## config.mk

```make
export PLATFORM = sky130hd
export DESIGN_NAME = mpei_interlock
export DESIGN_NICKNAME = d
export VERILOG_FILES = /design/src/pkg/mpei_pkg.sv /design/src/verilog/mpei_window_timer.sv /design/src/verilog/mpei_interlock.sv
export VERILOG_INCLUDE_DIRS = /design/src /design/src/pkg
export SDC_FILE = /design/constraint.sdc
export NUM_CORES = 1
export LEC_CHECK = 0
export BUFFER_PORTS_ARGS = -buffer_cell sky130_fd_sc_hd__buf_4
export CORE_AREA = 2 2 144 146
export CTS_BUF_LIST = sky130_fd_sc_hd__clkbuf_4
export CTS_CLUSTER_DIAMETER = 80
export DETAILED_ROUTE_END_ITERATION = 10
export DIE_AREA = 0 0 146 148
export GPL_TIMING_DRIVEN = 0
export SLEW_MARGIN = 20
export SYNTH_ARGS = -nofsm -noshare
export SYNTH_HDL_FRONTEND = slang
export SYNTH_SLANG_ARGS = --single-unit
export TNS_END_PERCENT = 20
```

## constraint.sdc

```tcl
create_clock -name sys_clk -period 4.2 [get_ports sys_clk]
set_input_delay 0.63 -clock sys_clk [delete_from_list [all_inputs] [get_ports sys_clk]]
set_output_delay 0.63 -clock sys_clk [all_outputs]
set_load 0.1 [all_outputs]
```

## src/pkg/mpei_defines.svh

```systemverilog
// constants for the motor power enable interlock
`ifndef MPEI_DEFINES_SVH
`define MPEI_DEFINES_SVH

// system clock rate in hertz (50 MHz)
`define MPEI_CLK_HZ        32'h02faf080
// confirmation window after reset, in seconds, and its enable
`define MPEI_WIN_SEC_RST   8'h0a
`define MPEI_TMO_EN_RST    1'b1
// indicator flash half period in milliseconds, and its cycle count
`define MPEI_FLASH_HALF_MS 32'h000000fa
`define MPEI_FLASH_CYC     ((`MPEI_CLK_HZ / 32'h000003e8) * `MPEI_FLASH_HALF_MS)
// manual mode speed cap in mm/s
`define MPEI_SPEED_MANUAL  16'h00fa
// selector switch levels
`define MPEI_SW2_OPERATION 1'b1
`define MPEI_SW1_RESERVED  1'b1

`endif

```

## src/pkg/mpei_pkg.sv

```systemverilog
// types shared by the motor power enable interlock
package mpei_pkg;
   typedef enum logic [1:0] {
      st_idle = 2'b00,
      st_pend = 2'b01,
      st_on   = 2'b10
   } mpei_state_t;
endpackage

```

## src/verilog/mpei_window_timer.sv

```systemverilog
// confirmation window timer and indicator flash generator
`timescale 1ns/1ps
`default_nettype none
`include "mpei_defines.svh"

module mpei_window_timer #(
   parameter logic [31:0] CYC_PER_SEC = `MPEI_CLK_HZ,
   parameter logic [31:0] FLASH_CYC   = `MPEI_FLASH_CYC
) (
   input  wire logic       sys_clk,  // system clock
   input  wire logic       rst_b,    // async reset, low
   input  wire logic       start,    // load window and run
   input  wire logic       cancel,   // stop without expiry
   input  wire logic [7:0] win_sec,  // window length, seconds
   output logic            expired,  // one-cycle expiry pulse
   output logic            flash     // square wave while running
);

   logic        running;
   logic [31:0] pre_cnt;
   logic [7:0]  sec_cnt;
   logic [31:0] fl_cnt;
   logic        next_running;
   logic [31:0] next_pre_cnt;
   logic [7:0]  next_sec_cnt;
   logic [31:0] next_fl_cnt;
   logic        next_flash;
   logic        next_expired;
   logic        sec_tick;

   // one second prescale, then whole seconds count down
   always_comb begin
      next_running = running;
      next_pre_cnt = pre_cnt;
      next_sec_cnt = sec_cnt;
      next_fl_cnt  = fl_cnt;
      next_flash   = flash;
      next_expired = 1'b0;
      sec_tick     = (pre_cnt == CYC_PER_SEC - 32'h1);
      if (start) begin
         next_running = 1'b1;
         next_pre_cnt = 32'h0;
         next_sec_cnt = win_sec;
         next_fl_cnt  = 32'h0;
         next_flash   = 1'b1;
      end else if (cancel) begin
         next_running = 1'b0;
         next_flash   = 1'b0;
      end else if (running) begin
         // a zero-length window expires on the first running cycle
         if (sec_cnt == 8'h0 || (sec_tick && sec_cnt == 8'h1)) begin
            next_running = 1'b0;
            next_flash   = 1'b0;
            next_expired = 1'b1;
         end else begin
            next_pre_cnt = sec_tick ? 32'h0 : pre_cnt + 32'h1;
            if (sec_tick) begin
               next_sec_cnt = sec_cnt - 8'h1;
            end
            if (fl_cnt == FLASH_CYC - 32'h1) begin
               next_fl_cnt = 32'h0;
               next_flash  = ~flash;
            end else begin
               next_fl_cnt = fl_cnt + 32'h1;
            end
         end
      end
   end

   // registers only
   always_ff @(posedge sys_clk or negedge rst_b) begin
      if (!rst_b) begin
         running <= 1'b0;
         pre_cnt <= 32'h0;
         sec_cnt <= 8'h0;
         fl_cnt  <= 32'h0;
         flash   <= 1'b0;
         expired <= 1'b0;
      end else begin
         running <= next_running;
         pre_cnt <= next_pre_cnt;
         sec_cnt <= next_sec_cnt;
         fl_cnt  <= next_fl_cnt;
         flash   <= next_flash;
         expired <= next_expired;
      end
   end

endmodule // mpei_window_timer

`default_nettype wire

```

## src/verilog/mpei_interlock.sv

```systemverilog
// motor power enable interlock: modes, safety gating, confirmation, brake
//
// Contract
// - a change of the manual/automatic key switch forces motor power off at once.
// - the operation/service selector is sampled once after reset and then held.
// - selector 2 in the operation position gives operation mode, else service mode.
// - selector 1 picks the standard host setting; its reserved position enables nothing.
// - motor power is refused unless every safety circuit input is satisfied.
// - the brake is released exactly while motor power is on and engaged otherwise.
// - with the timeout on, a request opens a flashing window that needs a button press.
// - after reset the timeout is on with a ten second window, both configurable.
// - in manual mode commanded speed is capped at 250 mm/s and torque is restricted.
// - in manual mode motion comes only from the pendant and programs only single-step.
// - program and I/O control run with power off; only motion requests stall.
// - power on energizes every servo motor together and power off drops them all.
// - while a fault is present motor power cannot be turned on.
// - a fault or an open emergency-stop circuit turns motor power off.
// - a panel button press while power is on turns motor power off.
`timescale 1ns/1ps
`default_nettype none
`include "mpei_defines.svh"

module mpei_interlock #(
   parameter int          N_SAFETY    = 4,
   parameter int          N_MOTOR     = 4,
   parameter logic [31:0] CYC_PER_SEC = `MPEI_CLK_HZ,
   parameter logic [31:0] FLASH_CYC   = `MPEI_FLASH_CYC
) (
   input  wire logic                sys_clk,        // system clock, 50 MHz
   input  wire logic                rst_b,          // async reset, low
   input  wire logic                key_auto,       // key switch: 1 auto, 0 manual
   input  wire logic                dip_mode_sw,    // selector 2, 1 = operation
   input  wire logic                dip_host_sw,    // selector 1, 1 = reserved
   input  wire logic [N_SAFETY-1:0] safety_ok,      // 1 = circuit satisfied
   input  wire logic                estop_closed,   // 1 = e-stop loop closed
   input  wire logic                fault,          // 1 = fault present
   input  wire logic                power_req,      // power-on request pulse
   input  wire logic                power_off_req,  // power-off request pulse
   input  wire logic                panel_button,   // panel button press pulse
   input  wire logic                cfg_wr,         // load timeout settings
   input  wire logic                cfg_tmo_en,     // timeout enable to load
   input  wire logic [7:0]          cfg_win_sec,    // window seconds to load
   input  wire logic                net_motion_req, // motion from network
   input  wire logic                pnd_motion_req, // motion from pendant
   input  wire logic [15:0]         cmd_speed,      // commanded speed, mm/s
   input  wire logic                prog_run_req,   // continuous program step
   input  wire logic                prog_step_req,  // single program step
   output logic                     motor_power_on, // power contactor on
   output logic                     brake_release,  // 1 = brake released
   output logic [N_MOTOR-1:0]       motor_enable,   // per servo enable
   output logic                     indicator,      // panel lamp
   output logic                     timeout_event,  // window expired pulse
   output logic                     tmo_en,         // timeout enabled
   output logic [7:0]               win_sec,        // window seconds
   output logic                     op_mode,        // operation mode
   output logic                     service_mode,   // service mode
   output logic                     host_standard,  // standard host setting
   output logic                     host_reserved,  // reserved position seen
   output logic                     manual_mode,    // manual mode
   output logic                     torque_limit,   // torque restricted
   output logic [15:0]              speed_out,      // capped speed
   output logic                     motion_accept,  // motion request taken
   output logic                     motion_stall,   // motion held, power off
   output logic                     prog_advance,   // program may step
   output logic                     step_only       // single-step execution
);

   mpei_pkg::mpei_state_t state;
   mpei_pkg::mpei_state_t next_state;

   logic strap_done;
   logic key_prev;
   logic key_change;
   logic kill;
   logic permit;
   logic win_start;
   logic win_cancel;
   logic win_expired;
   logic win_flash;
   logic next_strap_done;
   logic next_op_mode;
   logic next_host_reserved;
   logic next_power;
   logic next_indicator;
   logic next_timeout;
   logic next_tmo_en;
   logic [7:0] next_win_sec;
   logic next_manual;
   logic [15:0] next_speed;
   logic next_accept;
   logic next_stall;
   logic next_advance;
   logic motion_req;

   // straps: taken on the first edge after release, never again
   always_comb begin
      next_strap_done    = 1'b1;
      next_op_mode       = op_mode;
      next_host_reserved = host_reserved;
      if (!strap_done) begin
         next_op_mode       = (dip_mode_sw == `MPEI_SW2_OPERATION);
         next_host_reserved = (dip_host_sw == `MPEI_SW1_RESERVED);
      end
   end

   always_ff @(posedge sys_clk or negedge rst_b) begin
      if (!rst_b) begin
         strap_done    <= 1'b0;
         op_mode       <= 1'b0;
         host_reserved <= 1'b0;
      end else begin
         strap_done    <= next_strap_done;
         op_mode       <= next_op_mode;
         host_reserved <= next_host_reserved;
      end
   end

   // both modes stay low until the straps are in
   assign service_mode  = strap_done & ~op_mode;
   // reserved position only drops the standard flag, nothing is unlocked
   assign host_standard = strap_done & ~host_reserved;

   // timeout settings, reset to enabled and ten seconds
   always_comb begin
      next_tmo_en  = tmo_en;
      next_win_sec = win_sec;
      if (cfg_wr) begin
         next_tmo_en  = cfg_tmo_en;
         next_win_sec = cfg_win_sec;
      end
   end

   always_ff @(posedge sys_clk or negedge rst_b) begin
      if (!rst_b) begin
         tmo_en  <= `MPEI_TMO_EN_RST;
         win_sec <= `MPEI_WIN_SEC_RST;
      end else begin
         tmo_en  <= next_tmo_en;
         win_sec <= next_win_sec;
      end
   end

   // key edge; ignored until straps are in so reset does not fake one
   assign key_change = strap_done & (key_auto != key_prev);
   assign kill   = key_change | fault | ~estop_closed;
   // permit needs every safety input and no fault in this very cycle
   assign permit = strap_done & (&safety_ok) & ~kill;

   // power sequencer: idle, pending confirmation, on
   always_comb begin
      next_state   = state;
      next_timeout = 1'b0;
      win_start    = 1'b0;
      unique case (state)
         mpei_pkg::st_idle: begin
            if ((power_req || panel_button) && !kill) begin
               if (tmo_en) begin
                  next_state = mpei_pkg::st_pend;
                  win_start  = 1'b1;
               end else if (permit) begin
                  next_state = mpei_pkg::st_on;
               end
            end
         end
         mpei_pkg::st_pend: begin
            // a press in the expiry cycle still counts
            if (kill || power_off_req) begin
               next_state = mpei_pkg::st_idle;
            end else if (panel_button && permit) begin
               next_state = mpei_pkg::st_on;
            end else if (win_expired) begin
               next_state   = mpei_pkg::st_idle;
               next_timeout = 1'b1;
            end
         end
         mpei_pkg::st_on: begin
            if (kill || panel_button || power_off_req) begin
               next_state = mpei_pkg::st_idle;
            end
         end
         default: begin
            next_state = mpei_pkg::st_idle;
         end
      endcase
      win_cancel = (state == mpei_pkg::st_pend) && (next_state != mpei_pkg::st_pend);
      next_power = (next_state == mpei_pkg::st_on);
      // lamp solid when on, flashing while the window runs
      if (next_state == mpei_pkg::st_on) begin
         next_indicator = 1'b1;
      end else if (next_state == mpei_pkg::st_pend) begin
         next_indicator = win_start | win_flash;
      end else begin
         next_indicator = 1'b0;
      end
   end

   // brake and all servo enables share one next value, so they never skew
   always_ff @(posedge sys_clk or negedge rst_b) begin
      if (!rst_b) begin
         state          <= mpei_pkg::st_idle;
         key_prev       <= 1'b0;
         motor_power_on <= 1'b0;
         brake_release  <= 1'b0;
         motor_enable   <= '0;
         indicator      <= 1'b0;
         timeout_event  <= 1'b0;
      end else begin
         state          <= next_state;
         key_prev       <= key_auto;
         motor_power_on <= next_power;
         brake_release  <= next_power;
         motor_enable   <= {N_MOTOR{next_power}};
         indicator      <= next_indicator;
         timeout_event  <= next_timeout;
      end
   end

   // window timing on the system clock
   mpei_window_timer #(
      .CYC_PER_SEC (CYC_PER_SEC),
      .FLASH_CYC   (FLASH_CYC)
   ) u_timer (
      .sys_clk (sys_clk),
      .rst_b   (rst_b),
      .start   (win_start),
      .cancel  (win_cancel),
      .win_sec (win_sec),
      .expired (win_expired),
      .flash   (win_flash)
   );

   // motion and program gating; program stepping never looks at power
   always_comb begin
      next_manual  = ~key_auto;
      // pendant only in manual, either source in automatic
      motion_req   = pnd_motion_req | (key_auto & net_motion_req);
      next_accept  = motion_req & motor_power_on;
      next_stall   = motion_req & ~motor_power_on;
      next_advance = key_auto ? (prog_run_req | prog_step_req)
                              : prog_step_req;
      next_speed   = cmd_speed;
      if (!key_auto && cmd_speed > `MPEI_SPEED_MANUAL) begin
         next_speed = `MPEI_SPEED_MANUAL;
      end
   end

   always_ff @(posedge sys_clk or negedge rst_b) begin
      if (!rst_b) begin
         manual_mode   <= 1'b0;
         speed_out     <= 16'h0;
         motion_accept <= 1'b0;
         motion_stall  <= 1'b0;
         prog_advance  <= 1'b0;
      end else begin
         manual_mode   <= next_manual;
         speed_out     <= next_speed;
         motion_accept <= next_accept;
         motion_stall  <= next_stall;
         prog_advance  <= next_advance;
      end
   end

   assign torque_limit = manual_mode;
   assign step_only    = manual_mode;
endmodule // mpei_interlock

`default_nettype wire

```

==> impl_metrics.json, run 1 <==
{
  "yosysTopAreaCell": "dfrtp_1",
  "timing.rr.start": "u_timer.fl_cnt[0]",
  "clk_pin_slew_ns": 0.10,
  "tightest_slew_ns": 0.926,
  "rr_endpoint": "u_timer.fl_cnt[13]",
  "rows": 52,
  "power_switching_mw": 1.31,
  "gr-usage-all-layers": 0.159,
  "start_kind": "flip-flop",
  "gp_congestion": 0.828,
  "syn_nets": 696,
  "hold_viol": 0,
  "first_pass_iters": 5,
  "hold-path-endpoint": "key_prev",
  "cap_violations": 0,
  "place_hpwl_um": 11500,
  "p_comb_frac": 0.272,
  "vias": 5396,
  "p_sw_frac": 0.384,
  "dr.first_iter.drc_count": 384,
  "wl_um": 16700,
  "arrival_ns": 3.50,
  "drive_above_1_share": 0.205,
  "hold_path.class": "in -> reg",
  "io_pins": 87,
  "syn_area_per_cell_um2": 9.15,
  "ir_drop_mv": 0.248,
  "holdPathStages": 1,
  "drc": 0,
  "antenna_found_initial": 1,
  "ys_ff_latch": 113,
  "die_x_um": 146,
  "numCtsBuffers": 17,
  "cts_post_setup_buffers_inserted": 0,
  "ant_nets": 0,
  "synth_warnings": 0,
  "cts_resized": 0,
  "power.share.clock": 0.287,
  "clock_latency_ns": 0.55,
  "wl_per_cell_um": 16.1,
  "clkSinkCount": 113,
  "synth.distinct_cells": 57,
  "initial_core_util": 0.296,
  "cts_max_level": 4,
  "leakagePower_nw": 3.00,
  "reg2regPathDepth": 10,
  "port_buffers": 85,
  "fin_crit_ns": 3.09,
  "ys.flop_type": "dfrtp_1",
  "setup_violations": 0,
  "crit_type": "reg -> reg",
  "synth_top_cell_area_share": 0.465,
  "setup_tns_ns": 0,
  "period_share": 0.735,
  "skew_ns": 0.0243,
  "fin_nets": 802,
  "power-per-cell-area_nw_per_um2": 467,
  "die_area_um2": 21600,
  "grt_max_degree": 73,
  "slew_violations": 0,
  "critPathMaxFanout": 10,
  "dieHeight_um": 148,
  "vias_per_cell": 5.20,
  "grt_pass1_wl_um": 27700,
  "synth_common_cells": "dfrtp_1, o21ai_0, nand2_1, nor2_1, a21oi_1",
  "root_buffer": "clkbuf_4",
  "synth-edff-count": 0,
  "grt_pass1_vias": 5138,
  "status": "completed",
  "synth.cell_area_um2": 5920,
  "syn-instance-count": 647,
  "power_mw": 3.40,
  "fmax_mhz": 324,
  "fp.coreArea_um2": 20000,
  "r2r_slack_ns": 1.11,
  "synth.most_common_cell": "dfrtp_1",
  "grt_overflow_total": 0,
  "max_slew_margin": 0.377,
  "worstHoldStart": "key_auto",
  "rsz0062_at_grt": "false",
  "internal_power_mw": 2.09,
  "cp-end-kind": "flip-flop",
  "syn_to_final_growth_pct": 22.9,
  "yosys-top-cells-area": "dfrtp_1, o21ai_0, nand2_1",
  "clock_tree.buffer_depth": 2,
  "cts_tree": "done",
  "ys_seq_area_frac": 0.478,
  "synthArstFlopShare": 1.00,
  "ctsHoldBuffers": 1,
  "cp.required_ns": 4.62,
  "seqPwrFrac": 0.441
}
## critical path, stage by stage (launching register included)
cell and delay, ns:
dfrtp_1 0.40, ha_1 0.23, and4_1 0.20, clkbuf_1 0.23
nand2_1 0.10, nor4_2 0.64, nor2_1 0.38, nand2b_1 0.15
buf_2 0.22, buf_2 0.30, o22ai_1 0.12
## worst max path at each step
stage                 startpoint  slack, ns                   to  cells after the start
4_1_cts        u_timer.fl_cnt[0]       1.13   u_timer.fl_cnt[13]                     10
3_3_place_gp            key_auto       0.82  u_timer.pre_cnt[23]                     10
5_1_grt        u_timer.fl_cnt[0]       0.86    u_timer.fl_cnt[0]                     10
6_report       u_timer.fl_cnt[0]       1.11   u_timer.fl_cnt[13]                     10
2_1_floorplan      host_reserved       1.35        host_standard                      1
3_5_place_dp            key_auto       0.86  u_timer.pre_cnt[19]                     10
## logic make-up after synthesis
group	share of synthesized area
buffers and inverters	0.0473
and+or+nand+nor	0.258
AOI/OAI and AO/OA	0.183
DFF	0.478
muxes	0.0209
adders and majority gates	0.0106
xor gates and xnor gates	0.00148
other	0.000633
## registers in the layout (all words and copies together) (netlist names), 2 cells and up
signal and count:
u_timer.fl_cnt 32, u_timer.pre_cnt 32, win_sec 8, u_timer.sec_cnt 8, speed_out 16, state 2
## through the flow
| stage | hold WS, ns | setup WS [ns] | std cells | utilization | area (µm²) |
|---|---|---|---|---|---|
| 2_1_floorplan | 0.334 | 1.35 | 647 | - | 5920 |
| 3_3_place_gp | 0.482 | 0.818 | 1002 | 0.344 | 6900 |
| 3_5_place_dp | 0.490 | 0.861 | 1003 | 0.346 | 6930 |
| 4_1_cts | 0.172 | 1.13 | 1036 | 0.363 | 7270 |
| 5_1_grt | 0.145 | 0.863 | 1037 | 0.363 | 7280 |
| 6_report | 0.205 | 1.11 | 1037 | 0.363 | 7280 |
## layout make-up
class                      count  area, µm²
buffer                        38        183
clock buffer                  19        143
timing repair buffer          87        679
sequential                   113       2830
inverter                      26       97.6
antenna                        1       2.50
clock inverter                13        193
multi-input combinational    470       2810
fill                        2109      12800
tap                          270        338
## per-layer routing
layer / part of all wire / GRT usage
met5: 0 / 0
met4: 0.011 / 0.0471
met3: 0.042 / 0.0358
met2: 0.48 / 0.246
met1: 0.47 / 0.223
## layout by cell type (no fill, tap or decap), types with 5 or more instances in the layout
master	count
clkbuf_4	19
and4_1	9
and3_1	11
clkbuf_1	23
nand3_1	29
buf_2	5
mux2_2	11
nand2_1	50
ha_1	5
nand2b_1	7
a21oi_1	36
and2_1	8
nor3_1	31
or4_1	9
nor2b_1	11
a21o_1	9
o21ai_0	66
nor2_1	39
or2_2	11
buf_4	91
nor4b_1	7
o31ai_1	13
inv_1	26
o41ai_1	13
nor4_1	13
dfrtp_1	110
nand4_1	18
bufinv_16	5
or3_1	19
## power groups by stage
stage          logic [mW]  registers (mW)  clock network (mW)
2_1_floorplan       0.476            1.61                   0
3_3_place_gp        0.902            1.51                   0
3_5_place_dp        0.918            1.51                   0
4_1_cts             0.920            1.49               0.997
5_1_grt              1.02            1.53                1.05
6_report            0.923            1.50               0.976
No activity file was read; power rests on OpenSTA's default activity.
==> inputs of run 2 (changes only) <==
==> constraint.sdc (replaced) <==
create_clock -name sys_clk -period 2.8 [get_ports sys_clk]
set_input_delay 0.42 -clock sys_clk [delete_from_list [all_inputs] [get_ports sys_clk]]
set_output_delay 0.42 -clock sys_clk [all_outputs]
set_load 0.1 [all_outputs]
==> impl_metrics.json, run 2 (synthesis gave the netlist of run 1 again) <==
{
  "status": "completed",
  "start_kind": "flip-flop",
  "gp_congestion": 0.828,
  "holdPathStages": 2,
  "hold_path.class": "in -> reg",
  "clkSinkCount": 113,
  "top_regs": "u_timer.fl_cnt: 32 flops, u_timer.pre_cnt: 32 flops, speed_out: 16 flops",
  "tightest_slew_ns": 0.868,
  "reg2regPathDepth": 8,
  "dp_slack_ns": -0.329,
  "io_pins": 87,
  "ant_nets": 0,
  "cap_violations": 0,
  "numCtsBuffers": 17,
  "ir_drop_mv": 0.390,
  "stdcell_area_um2": 7370,
  "hold_viol": 0,
  "grt_pass1_vias": 5169,
  "vias": 5418,
  "rows": 52,
  "power-per-cell-area_nw_per_um2": 698,
  "initial_core_util": 0.296,
  "fin_crit_ns": 2.67,
  "first_pass_iters": 5,
  "wl_per_cell_um": 16.1,
  "drive_above_1_share": 0.227,
  "slew_violations": 0,
  "fp.coreArea_um2": 20000,
  "crit_type": "reg -> reg",
  "wl_um": 16700,
  "place_area_um2": 6930,
  "die_area_um2": 21600,
  "critPathMaxFanout": 10,
  "leakagePower_nw": 3.04,
  "cp-end-kind": "flip-flop",
  "fmax_mhz": 374,
  "root_buffer": "clkbuf_4",
  "dr.first_iter.drc_count": 388,
  "drc": 0,
  "grt_overflow_total": 0,
  "rsz0062_at_grt": "true",
  "dieHeight_um": 148,
  "arrival_ns": 3.09,
  "die_x_um": 146,
  "fillers": 2105,
  "most-common-layout-cells": "dfrtp_1, buf_4, o21ai_0",
  "setup_violations": 0,
  "max_slew_margin": 0.416,
  "finalWorstSetupSlack_ns": 0.128,
  "port_buffers": 85,
  "period_share": 0.954,
  "fin_nets": 806,
  "skew_ns": 0.0237,
  "place_hpwl_um": 11500,
  "final_common_cell": "dfrtp_1",
  "gr-usage-all-layers": 0.159,
  "vias_per_cell": 5.20,
  "cts_max_level": 4,
  "clk_pin_slew_ns": 0.11,
  "cts_tree": "done",
  "cp.required_ns": 3.22,
  "antenna_found_initial": 1,
  "clock_tree.buffer_depth": 2,
  "grt_pass1_wl_um": 27800,
  "syn_to_final_growth_pct": 24.5,
  "power_mw": 5.14,
  "clock_latency_ns": 0.56,
  "grt_max_degree": 73
}
==> run 2: power by group <==
group | internal, mW | switching (mW) | leakage, nW | total (mW)
logic | 0.443 | 0.987 | 1.43 | 1.43
registers | 1.92 | 0.323 | 1.45 | 2.25
clock network | 0.803 | 0.662 | 0.169 | 1.47
total | 3.17 | 1.97 | 3.04 | 5.14
==> run 2: worst paths after layout <==
check	from	to	slack (ns)
max reg2reg	u_timer.pre_cnt[0]	u_timer.sec_cnt[3]	0.13
min reg2reg	u_timer.fl_cnt[4]	u_timer.fl_cnt[4]	0.51
max in group asynchronous	rst_b	u_timer.pre_cnt[30]	1.72
min in group asynchronous	rst_b	op_mode	0.36
max	u_timer.pre_cnt[0]	u_timer.sec_cnt[3]	0.13
min	prog_step_req	prog_advance	0.04
==> run 2: worst max-delay path, stage by stage, from the launching register on <==
cell	delay, ns
dfrtp_1	0.41
ha_2	0.22
and4_2	0.30
and4_1	0.30
a31oi_4	0.12
o221ai_2	0.23
clkbuf_2	0.32
clkbuf_1	0.44
o21ai_0	0.18
==> run 2: final cells by class <==
cell class / count / area, µm² / area share
multi-input combinational: 470 / 2860 / 0.388
sequential: 113 / 2830 / 0.384
timing repair buffer: 91 / 712 / 0.0966
tap: 270 / 338 / 0.0458
buffer: 38 / 194 / 0.0263
clock inverter: 13 / 193 / 0.0261
clock buffer: 19 / 143 / 0.0194
inverter: 26 / 97.6 / 0.0132
antenna: 1 / 2.50 / 0.000340
==> run 2: timing repair <==
item,CTS,global route
endpoints found under the hold margin,39,0
setup buffers,1,2
setup endpoints to repair,61,57
pin swaps,1,1
hold buffers,2,0
gates resized for setup,10,13
==> run 2: layer usage <==
metal	track usage	wire, µm	vias to the layer above
li1	-	-	2616
met1	0.223	7920	2655
met2	0.247	7950	123
met3	0.0327	631	24
met4	0.0505	222	0
met5	0	0	-
==> run 2: metrics by stage <==
step,util,hold slack (ns),instances,setup TNS (ns)
after CTS,0.366,0.0119,1038,0
after global placement,0.344,0.482,1002,-10.17
after detailed placement,0.346,0.369,1003,-10.48
after global routing,0.368,0.00279,1041,-0.346
final,0.368,0.0389,1041,0
after floorplan,-,0.124,647,0
